### src/inc/rxfs_defs.svh
// Offsets, field widths, reset values for the receive FIFO status bank.
// Assumes word-indexed register addresses on the device register port.
`ifndef RXFS_DEFS_SVH
`define RXFS_DEFS_SVH

`define RXFS_ADDR_W 8
`define RXFS_OFS_MIN_LEN 8'hB7
`define RXFS_OFS_LO_RFC 8'hB8
`define RXFS_OFS_HI_RFC 8'hB9
`define RXFS_OFS_LO_HW 8'hBA
`define RXFS_OFS_HI_HW 8'hBB
`define RXFS_MIN_LEN_W 16
`define RXFS_RFC_W 9
`define RXFS_HW_W 14
`define RXFS_MIN_LEN_RST 16'h0040

`endif

### src/inc/rxfs_pkg.sv
// Types for the receive FIFO status bank.
// Assumes rxfs_defs.svh is on the include path.
`include "rxfs_defs.svh"
package rxfs_pkg;
    typedef logic [31:0] rxfs_word_t;
    typedef logic [`RXFS_ADDR_W-1:0] rxfs_addr_t;
endpackage

### src/rtl/rxfs_regs.sv
// Receive FIFO status register bank: min frame length and FIFO counts.
// Assumes register port strobes are synchronous, one cycle each.
`timescale 1ns/1ps
`default_nettype none
`include "rxfs_defs.svh"

module rxfs_regs
    import rxfs_pkg::*;
#(
    parameter int RFC_W = `RXFS_RFC_W,
    parameter int HW_W = `RXFS_HW_W
) (
    input wire logic i_clock,
    input wire logic i_arst_n,
    input wire logic i_clk_en,
    input wire logic i_reg_wr,
    input wire logic i_reg_rd,
    input wire logic [`RXFS_ADDR_W-1:0] i_reg_addr,
    input wire logic [31:0] i_reg_wdata,
    input wire logic i_lo_frame_commit,
    input wire logic i_hi_frame_commit,
    input wire logic i_lo_frame_done,
    input wire logic i_hi_frame_done,
    input wire logic [1:0] i_lo_hw_in,
    input wire logic [1:0] i_hi_hw_in,
    input wire logic [1:0] i_lo_hw_out,
    input wire logic [1:0] i_hi_hw_out,
    output logic [31:0] o_reg_rdata,
    output logic o_reg_rvalid,
    output logic [`RXFS_MIN_LEN_W-1:0] o_min_frame_bytes
);
    logic rst_meta_r;
    logic rst_sync_r;
    logic [`RXFS_MIN_LEN_W-1:0] min_len_r;
    logic [RFC_W-1:0] lo_rfc_r;
    logic [RFC_W-1:0] hi_rfc_r;
    logic [HW_W-1:0] lo_hw_r;
    logic [HW_W-1:0] hi_hw_r;
    rxfs_word_t rdata_nxt;

    always_ff @(posedge i_clock or negedge i_arst_n) begin
        if (!i_arst_n) begin
            rst_meta_r <= 1'h0;
            rst_sync_r <= 1'h0;
        end else begin
            rst_meta_r <= 1'h1;
            rst_sync_r <= rst_meta_r;
        end
    end

    always_ff @(posedge i_clock or negedge rst_sync_r) begin
        if (!rst_sync_r) begin
            min_len_r <= `RXFS_MIN_LEN_RST;
        end else if (i_clk_en && i_reg_wr
                     && i_reg_addr == `RXFS_OFS_MIN_LEN) begin
            min_len_r <= i_reg_wdata[`RXFS_MIN_LEN_W-1:0];
        end
    end

    always_ff @(posedge i_clock or negedge rst_sync_r) begin
        if (!rst_sync_r) begin
            o_min_frame_bytes <= `RXFS_MIN_LEN_RST;
        end else if (i_clk_en) begin
            o_min_frame_bytes <= min_len_r;
        end
    end

    // Commit and done in one cycle cancel out
    always_ff @(posedge i_clock or negedge rst_sync_r) begin
        if (!rst_sync_r) begin
            lo_rfc_r <= '0;
            hi_rfc_r <= '0;
        end else if (i_clk_en) begin
            if (i_lo_frame_commit && !i_lo_frame_done) begin
                lo_rfc_r <= lo_rfc_r + 1'h1;
            end else if (!i_lo_frame_commit && i_lo_frame_done) begin
                lo_rfc_r <= lo_rfc_r - 1'h1;
            end
            if (i_hi_frame_commit && !i_hi_frame_done) begin
                hi_rfc_r <= hi_rfc_r + 1'h1;
            end else if (!i_hi_frame_commit && i_hi_frame_done) begin
                hi_rfc_r <= hi_rfc_r - 1'h1;
            end
        end
    end

    always_ff @(posedge i_clock or negedge rst_sync_r) begin
        if (!rst_sync_r) begin
            lo_hw_r <= '0;
            hi_hw_r <= '0;
        end else if (i_clk_en) begin
            lo_hw_r <= lo_hw_r + HW_W'(i_lo_hw_in)
                       - HW_W'(i_lo_hw_out);
            hi_hw_r <= hi_hw_r + HW_W'(i_hi_hw_in)
                       - HW_W'(i_hi_hw_out);
        end
    end

    // Unmapped offsets read zero; reserved bits zero
    always_comb begin
        rdata_nxt = '0;
        unique case (i_reg_addr)
            `RXFS_OFS_MIN_LEN: rdata_nxt[`RXFS_MIN_LEN_W-1:0] = min_len_r;
            `RXFS_OFS_LO_RFC: rdata_nxt[RFC_W-1:0] = lo_rfc_r;
            `RXFS_OFS_HI_RFC: rdata_nxt[RFC_W-1:0] = hi_rfc_r;
            `RXFS_OFS_LO_HW: rdata_nxt[HW_W-1:0] = lo_hw_r;
            `RXFS_OFS_HI_HW: rdata_nxt[HW_W-1:0] = hi_hw_r;
            default: rdata_nxt = '0;
        endcase
    end

    always_ff @(posedge i_clock or negedge rst_sync_r) begin
        if (!rst_sync_r) begin
            o_reg_rdata <= '0;
            o_reg_rvalid <= 1'h0;
        end else if (i_clk_en) begin
            o_reg_rvalid <= i_reg_rd;
            if (i_reg_rd) begin
                o_reg_rdata <= rdata_nxt;
            end
        end
    end

    // Length field, its copy and its read-back
    min_len_wr_a: assert property (
        @(posedge i_clock) disable iff (!rst_sync_r)
        i_clk_en && i_reg_wr && i_reg_addr == `RXFS_OFS_MIN_LEN
        |=> min_len_r == $past(i_reg_wdata[`RXFS_MIN_LEN_W-1:0]))
        else $error("min length write lost");

    len_freeze_a: assert property (
        @(posedge i_clock) disable iff (!rst_sync_r)
        !i_clk_en |=> $stable(min_len_r) && $stable(o_min_frame_bytes))
        else $error("min length moved while frozen");

    min_out_a: assert property (
        @(posedge i_clock) disable iff (!rst_sync_r)
        i_clk_en ##1 i_clk_en |-> o_min_frame_bytes == $past(min_len_r))
        else $error("min length output stale");

    len_read_a: assert property (
        @(posedge i_clock) disable iff (!rst_sync_r)
        i_clk_en && i_reg_rd && i_reg_addr == `RXFS_OFS_MIN_LEN
        |=> o_reg_rvalid && o_reg_rdata == {16'h0000, $past(min_len_r)})
        else $error("min length read wrong");

    // Frame counts
    lo_rfc_up_a: assert property (
        @(posedge i_clock) disable iff (!rst_sync_r)
        i_clk_en && i_lo_frame_commit && !i_lo_frame_done
        |=> lo_rfc_r == $past(lo_rfc_r) + 1'h1)
        else $error("low frame count not raised");

    lo_rfc_dn_a: assert property (
        @(posedge i_clock) disable iff (!rst_sync_r)
        i_clk_en && i_lo_frame_done && !i_lo_frame_commit
        |=> lo_rfc_r == $past(lo_rfc_r) - 1'h1)
        else $error("low frame count not lowered");

    rfc_read_a: assert property (
        @(posedge i_clock) disable iff (!rst_sync_r)
        i_clk_en && i_reg_rd && i_reg_addr == `RXFS_OFS_LO_RFC
        |=> o_reg_rvalid && o_reg_rdata[31:RFC_W] == '0
        && o_reg_rdata[RFC_W-1:0] == $past(lo_rfc_r))
        else $error("low frame count read wrong");

    hi_rfc_up_a: assert property (
        @(posedge i_clock) disable iff (!rst_sync_r)
        i_clk_en && i_hi_frame_commit && !i_hi_frame_done
        |=> hi_rfc_r == $past(hi_rfc_r) + 1'h1)
        else $error("high frame count not raised");

    hi_rfc_dn_a: assert property (
        @(posedge i_clock) disable iff (!rst_sync_r)
        i_clk_en && i_hi_frame_done && !i_hi_frame_commit
        |=> hi_rfc_r == $past(hi_rfc_r) - 1'h1)
        else $error("high frame count not lowered");

    hi_rfc_read_a: assert property (
        @(posedge i_clock) disable iff (!rst_sync_r)
        i_clk_en && i_reg_rd && i_reg_addr == `RXFS_OFS_HI_RFC
        |=> o_reg_rvalid && o_reg_rdata[31:RFC_W] == '0
        && o_reg_rdata[RFC_W-1:0] == $past(hi_rfc_r))
        else $error("high frame count read wrong");

    rfc_cancel_a: assert property (
        @(posedge i_clock) disable iff (!rst_sync_r)
        i_clk_en && i_hi_frame_commit && i_hi_frame_done
        |=> $stable(hi_rfc_r))
        else $error("commit and done did not cancel");

    rfc_freeze_a: assert property (
        @(posedge i_clock) disable iff (!rst_sync_r)
        !i_clk_en |=> $stable(lo_rfc_r) && $stable(hi_rfc_r))
        else $error("frame count moved while frozen");

    // Half-word counts
    lo_hw_track_a: assert property (
        @(posedge i_clock) disable iff (!rst_sync_r)
        i_clk_en |=> lo_hw_r == HW_W'($past(lo_hw_r)
        + $past(i_lo_hw_in) - $past(i_lo_hw_out)))
        else $error("low half-word count wrong");

    lo_hw_read_a: assert property (
        @(posedge i_clock) disable iff (!rst_sync_r)
        i_clk_en && i_reg_rd && i_reg_addr == `RXFS_OFS_LO_HW
        |=> o_reg_rvalid && o_reg_rdata[31:HW_W] == '0
        && o_reg_rdata[HW_W-1:0] == $past(lo_hw_r))
        else $error("low half-word count read wrong");

    hi_hw_track_a: assert property (
        @(posedge i_clock) disable iff (!rst_sync_r)
        i_clk_en |=> hi_hw_r == HW_W'($past(hi_hw_r)
        + $past(i_hi_hw_in) - $past(i_hi_hw_out)))
        else $error("high half-word count wrong");

    hi_hw_hold_a: assert property (
        @(posedge i_clock) disable iff (!rst_sync_r)
        !i_clk_en |=> hi_hw_r == $past(hi_hw_r))
        else $error("high half-word count moved while frozen");

    hi_hw_read_a: assert property (
        @(posedge i_clock) disable iff (!rst_sync_r)
        i_clk_en && i_reg_rd && i_reg_addr == `RXFS_OFS_HI_HW
        |=> o_reg_rvalid && o_reg_rdata[31:HW_W] == '0
        && o_reg_rdata[HW_W-1:0] == $past(hi_hw_r))
        else $error("high half-word count read wrong");
endmodule
`default_nettype wire

### config.mk
export PLATFORM = sky130hd
export DESIGN_NAME = rxfs_regs
export DESIGN_NICKNAME = d
export VERILOG_FILES = /design/src/inc/rxfs_pkg.sv /design/src/rtl/rxfs_regs.sv
export VERILOG_INCLUDE_DIRS = /design/src /design/src/inc
export SDC_FILE = /design/constraint.sdc
export NUM_CORES = 1
export LEC_CHECK = 0
export BUFFER_PORTS_ARGS = -buffer_cell sky130_fd_sc_hd__buf_2
export CAP_MARGIN = 20
export CORE_MARGIN = 10
export CORE_UTILIZATION = 25
export DETAILED_ROUTE_END_ITERATION = 6
export PLACE_DENSITY_LB_ADDON = 0.2
export SLEW_MARGIN = 20
export SYNTH_ARGS = -nofsm -noshare
export SYNTH_HDL_FRONTEND = slang
export SYNTH_SLANG_ARGS = --single-unit
### constraint.sdc
create_clock -name i_clock -period 2.8 [get_ports i_clock]
set_input_delay 0 -clock i_clock [delete_from_list [all_inputs] [get_ports i_clock]]
set_output_delay 0 -clock i_clock [all_outputs]
set_load 0.005 [all_outputs]
== Yosys cells after proc, flatten, opt, wreduce, memory -nomap -nowiden ==
Index checks and enable logic that the tools add are counted.

* Add/sub/neg operators: 8
* Equal/unequal tests: 5
* Mux-type cells: 7
* Reduce and logical (&&, ||, !) cells: 15

{| class="wikitable"
|+ Operators with widths
! operator !! number
|-
| one-hot mux 9 bit (5 select lines) || 1
|-
| == test 8 bit (second input constant) || 5
|-
| 2-to-1 mux 9 bit || 4
|-
| adder 14 x 2 -> 14 bit || 2
|-
| subtractor 14 x 2 -> 14 bit || 2
|-
| adder 9 x 1 -> 9 bit (second input constant) || 2
|-
| subtractor 9 x 1 -> 9 bit (second input constant) || 2
|-
| one-hot mux 5 bit (3 select lines) || 1
|-
| logical AND 1 bit || 6
|-
| AND reduction 2 bit || 3
|-
| logical NOT 1 bit || 4
|-
| nonzero test 2 bit || 2
|-
| 2-to-1 mux 2 bit || 1
|}

* Register bits after elaboration: 97
* Input bits: 57
* Output and inout bits: 49
* Word-level logic and storage cells: 45

== Longest topological paths before layout ==
* Word-level depth: 4
* Depth in mapped cells: 12
* Gate-level depth less buffers: 12

== Worst setup path before layout ==
No wires, ideal clock.

* Path kind: register -> register
* Start point: reg hi_hw_r[1]
* End point: reg hi_hw_r[7]
* Setup time: 0.131 ns
* Data arrival time: 2.420 ns
* Required time: 2.669 ns
* Path slack: 0.248 ns
* Cell stages (with the launch flop): 11
* Period minus slack after synthesis: 2.552 ns
* Path through: dfrtp_1 inv_1 fa_1 inv_1 ha_1 a211o_1 a21oi_1 o21ba_2 nor2b_1 o2111a_1 or3_1

* Word-level cells in the longest chain between the ends: 2

{| class="wikitable"
|+ Ends and longest elaborated chain
! what !! RTL line !! source
|-
| start, declared || rxfs_regs.sv:38 || <nowiki>logic [HW_W-1:0] hi_hw_r;</nowiki>
|-
| start signal, assigned || rxfs_regs.sv:94 || <nowiki>hi_hw_r <= hi_hw_r + HW_W'(i_hi_hw_in)</nowiki>
|-
| adder 14 x 2 -> 14 bit || rxfs_regs.sv:94 ||
|-
| subtractor 14 x 2 -> 14 bit || rxfs_regs.sv:95 || <nowiki>- HW_W'(i_hi_hw_out);</nowiki>
|}

Every way passes these cells.
A chain may end at the register's enable or synchronous reset.

== Worst setup path in the final report ==
Same ends and word-level chain as after synthesis.

==> flow_summary.toml <==
[timing]
post-route-worst-setup-slack_ns = 0.154
post-route-min-period_ns = 2.65
setup_viol = 0
timing_worst_slew_pin_value_ns = 0.645
max-slew-margin-rel = 0.570
maxSlewViolCount = 0
setup_tns_ns = 0
hold_violations = 0
final_min_period_over_clock_period = 0.945
max_freq_mhz = 378
finalClockSkew_ns = 0.0119

[pwr]
internal_power_mw = 4.53
vdd.ir_drop.worst_mv = 0.330
leakage_nw = 3.63
cellPowerDensity_mw_per_mm2 = 1030
p_sw_frac = 0.422
pwr-share-comb = 0.551
power.switching_mw = 3.31
power_frac_seq = 0.277
clockPowerShare = 0.172

[layout]
post_layout_nonfiller_instances = 1046
fin_area_mm2 = 0.00760
final_common_cell = "dfrtp_1"
final_net_count = 824
fraction_of_layout_instances_using_a_drive_strength_above_1 = 0.249
fin_util = 0.310
filler_cell_count = 2593
synthesis_to_layout_area_growth_pct = 20.9
layout.cells.most_common_list = "dfrtp_1, buf_2, inv_1, nand2_1, o21ai_0"
antenna_cells_inserted = 0

[critical_path]
critPathMostFrequentCell = "inv_1"
cp-end-kind = "flip-flop"
worst-path-buf-inv = 2
cp_top_family = "compound AO/OA/AOI/OAI gates"
slowest_stage = "fa_1"
cpPeakStageDelay_ns = 0.55
regToRegStartpoint = "hi_hw_r[1]"
worst_setup_path_start_kind = "flip-flop"
r2r_end = "hi_hw_r[7]"
reg2regPathDepth = 10
r2r_setup_slack_ns = 0.15
maximum_fanout_along_the_worst_path = 3
worstSetupPathDepth = 10
timing.critical_path.required_ns = 3.03
cell_breakdown_of_the_critical_path = "inv_1 > fa_1 > inv_1 > ha_4 > a211o_1 > a21oi_2 > o21ba_2 > nor2b_1 > o2111a_1 > or3_1"
crit_path_category = "reg -> reg"
arrival_ns = 2.88

[hold_path]
depth_of_the_worst_hold_timing_path = 3
whs_endpoint = "hi_hw_r[5]"
worst_hold_startpoint = "i_clk_en"
hold_path.class = "in -> reg"

[global_route]
global_route.usage.total = 0.104
grt_max_degree = 46
overflow = 0
grt_first_pass_wirelength_mm = 26.4
grt_antenna_before_repair = 0
vias_in_the_first_global_route = 4916

[placement]
place.gp.congestion = 0.781
dpl_worst_slack_ns = 0.0275
io_buffer_count = 73
post_detailed_placement_cell_area_mm2 = 0.00699
dp.final_hpwl_mm = 12.4
numPlacedInstances = 1009

[cts]
htree_levels = 3
maximum_clock_insertion_buffer_count = 2
numClockSinks = 97
clk_root_buffer_cell = "clkbuf_16"
clk_latency_ns = 0.36
tritoncts = "yes"
clk_pin_slew_worst_paths_ns = 0.07
tritoncts_buffers = 9

[routing]
first_iter_violations = 232
vias_per_cell = 4.56
ant_nets = 0
wl_per_cell_um = 15.3
drt-total-wl_mm = 16.0
drt_pass1_iterations = 4
drc = 0
vias = 4774

[floorplan]
die_area_mm2 = 0.0319
ios = 106
die_height_um = 179
die_width_um = 179
floorplan.initialDensity = 0.256
placementRows = 57
fp.coreArea_mm2 = 0.0245

[logic_synthesis]
synth_async_sr_flop_share = 1.00
number_of_enable_type_register_cells_in_the_synthesized_netlist = 0
postSynthRegisterBits = 97
syn_area_per_cell_um2 = 10.1
ys_seq_area_frac = 0.386
synth_cell_types = 68
post_synth_instance_area_mm2 = 0.00629
synth_cells = 625
dominantRegCellSynth = "dfrtp_1"
yosysWarningCount = 0

[job]
max_cap_violations = 0

[run_status]
status = "finished clean"
-- routing by layer --
metal / track usage / share of wire
met1: 0.136 / 0.48
met2: 0.169 / 0.47
met3: 0.0159 / 0.032
met4: 0.0427 / 0.021
met5: 0 / 0
-- synth_stat cells, drive strengths merged, types with 10 or more instances --
library cell | number | area (um2)
a21oi | 27 | 135
a32oi | 10 | 87.6
buf | 25 | 176
clkbuf | 14 | 52.6
dfrtp | 95 | 2380
ha | 44 | 551
inv | 53 | 199
mux2 | 37 | 454
nand2 | 55 | 214
nand2b | 12 | 75.1
nor2 | 24 | 90.1
o21ai | 54 | 270
xnor2 | 12 | 105
-- how the worst max path moves through the flow --
stage	from	endpoint
after detailed placement	hi_hw_r[1]	hi_hw_r[13]
after CTS	hi_hw_r[1]	hi_hw_r[13]
final	hi_hw_r[1]	hi_hw_r[7]
after floorplan	hi_hw_r[1]	hi_hw_r[7]
after global placement	hi_hw_r[1]	hi_hw_r[13]
after global routing	hi_hw_r[1]	hi_hw_r[13]
-- flip-flops by register name, indices dropped and copies added (netlist names) --
register	count
min_len_r	16
o_min_frame_bytes	16
o_reg_rdata	16
hi_hw_r	14
lo_hw_r	14
hi_rfc_r	9
lo_rfc_r	9
o_reg_rvalid	1
rst_meta_r	1
rst_sync_r	1
-- metrics by stage --
stage / total power, mW / hold slack (ns)
6_report: 7.84 / 0.153
5_1_grt: 8.64 / 0.164
4_1_cts: 7.72 / 0.140
3_5_place_dp: 6.31 / -0.214
3_3_place_gp: 6.32 / -0.214
2_1_floorplan: 5.37 / -0.296
-- kinds of logic after synthesis --
group	synth area share
flops	0.386
fa+ha+maj	0.107
compound gates	0.168
buf+inv	0.0680
xor+xnor	0.0265
simple gates	0.128
other cells	0.00119
mux	0.116
-- power groups by stage --
stage          sequential, mW  clock [mW]  combinational, mW
2_1_floorplan            2.03           0               3.33
3_3_place_gp             2.21           0               4.11
3_5_place_dp             2.21           0               4.10
4_1_cts                  2.18        1.39               4.14
5_1_grt                  2.24        1.44               4.95
6_report                 2.17        1.35               4.32
-- worst min-delay path: stages --
cell     delay, ns
buf_2         0.27
nand2_1       0.11
o21ai_0       0.07
-- area by class of cell --
class	instances	area, um2	area share
Multi-Input combinational cell	451	3580	0.471
Sequential cell	97	2430	0.320
Timing Repair Buffer	105	668	0.0879
Tap cell	324	405	0.0533
Clock buffer	9	225	0.0296
Inverter	53	199	0.0262
Clock inverter	7	92.6	0.0122
-- what timing repair did --
action,CTS,global route
buffers inserted,0,1
endpoints found under the hold margin,20,0
gates resized for setup,0,16
endpoints found under the setup margin,0,8
hold buffers,20,0
No activity file was read; power rests on OpenSTA's default activity.
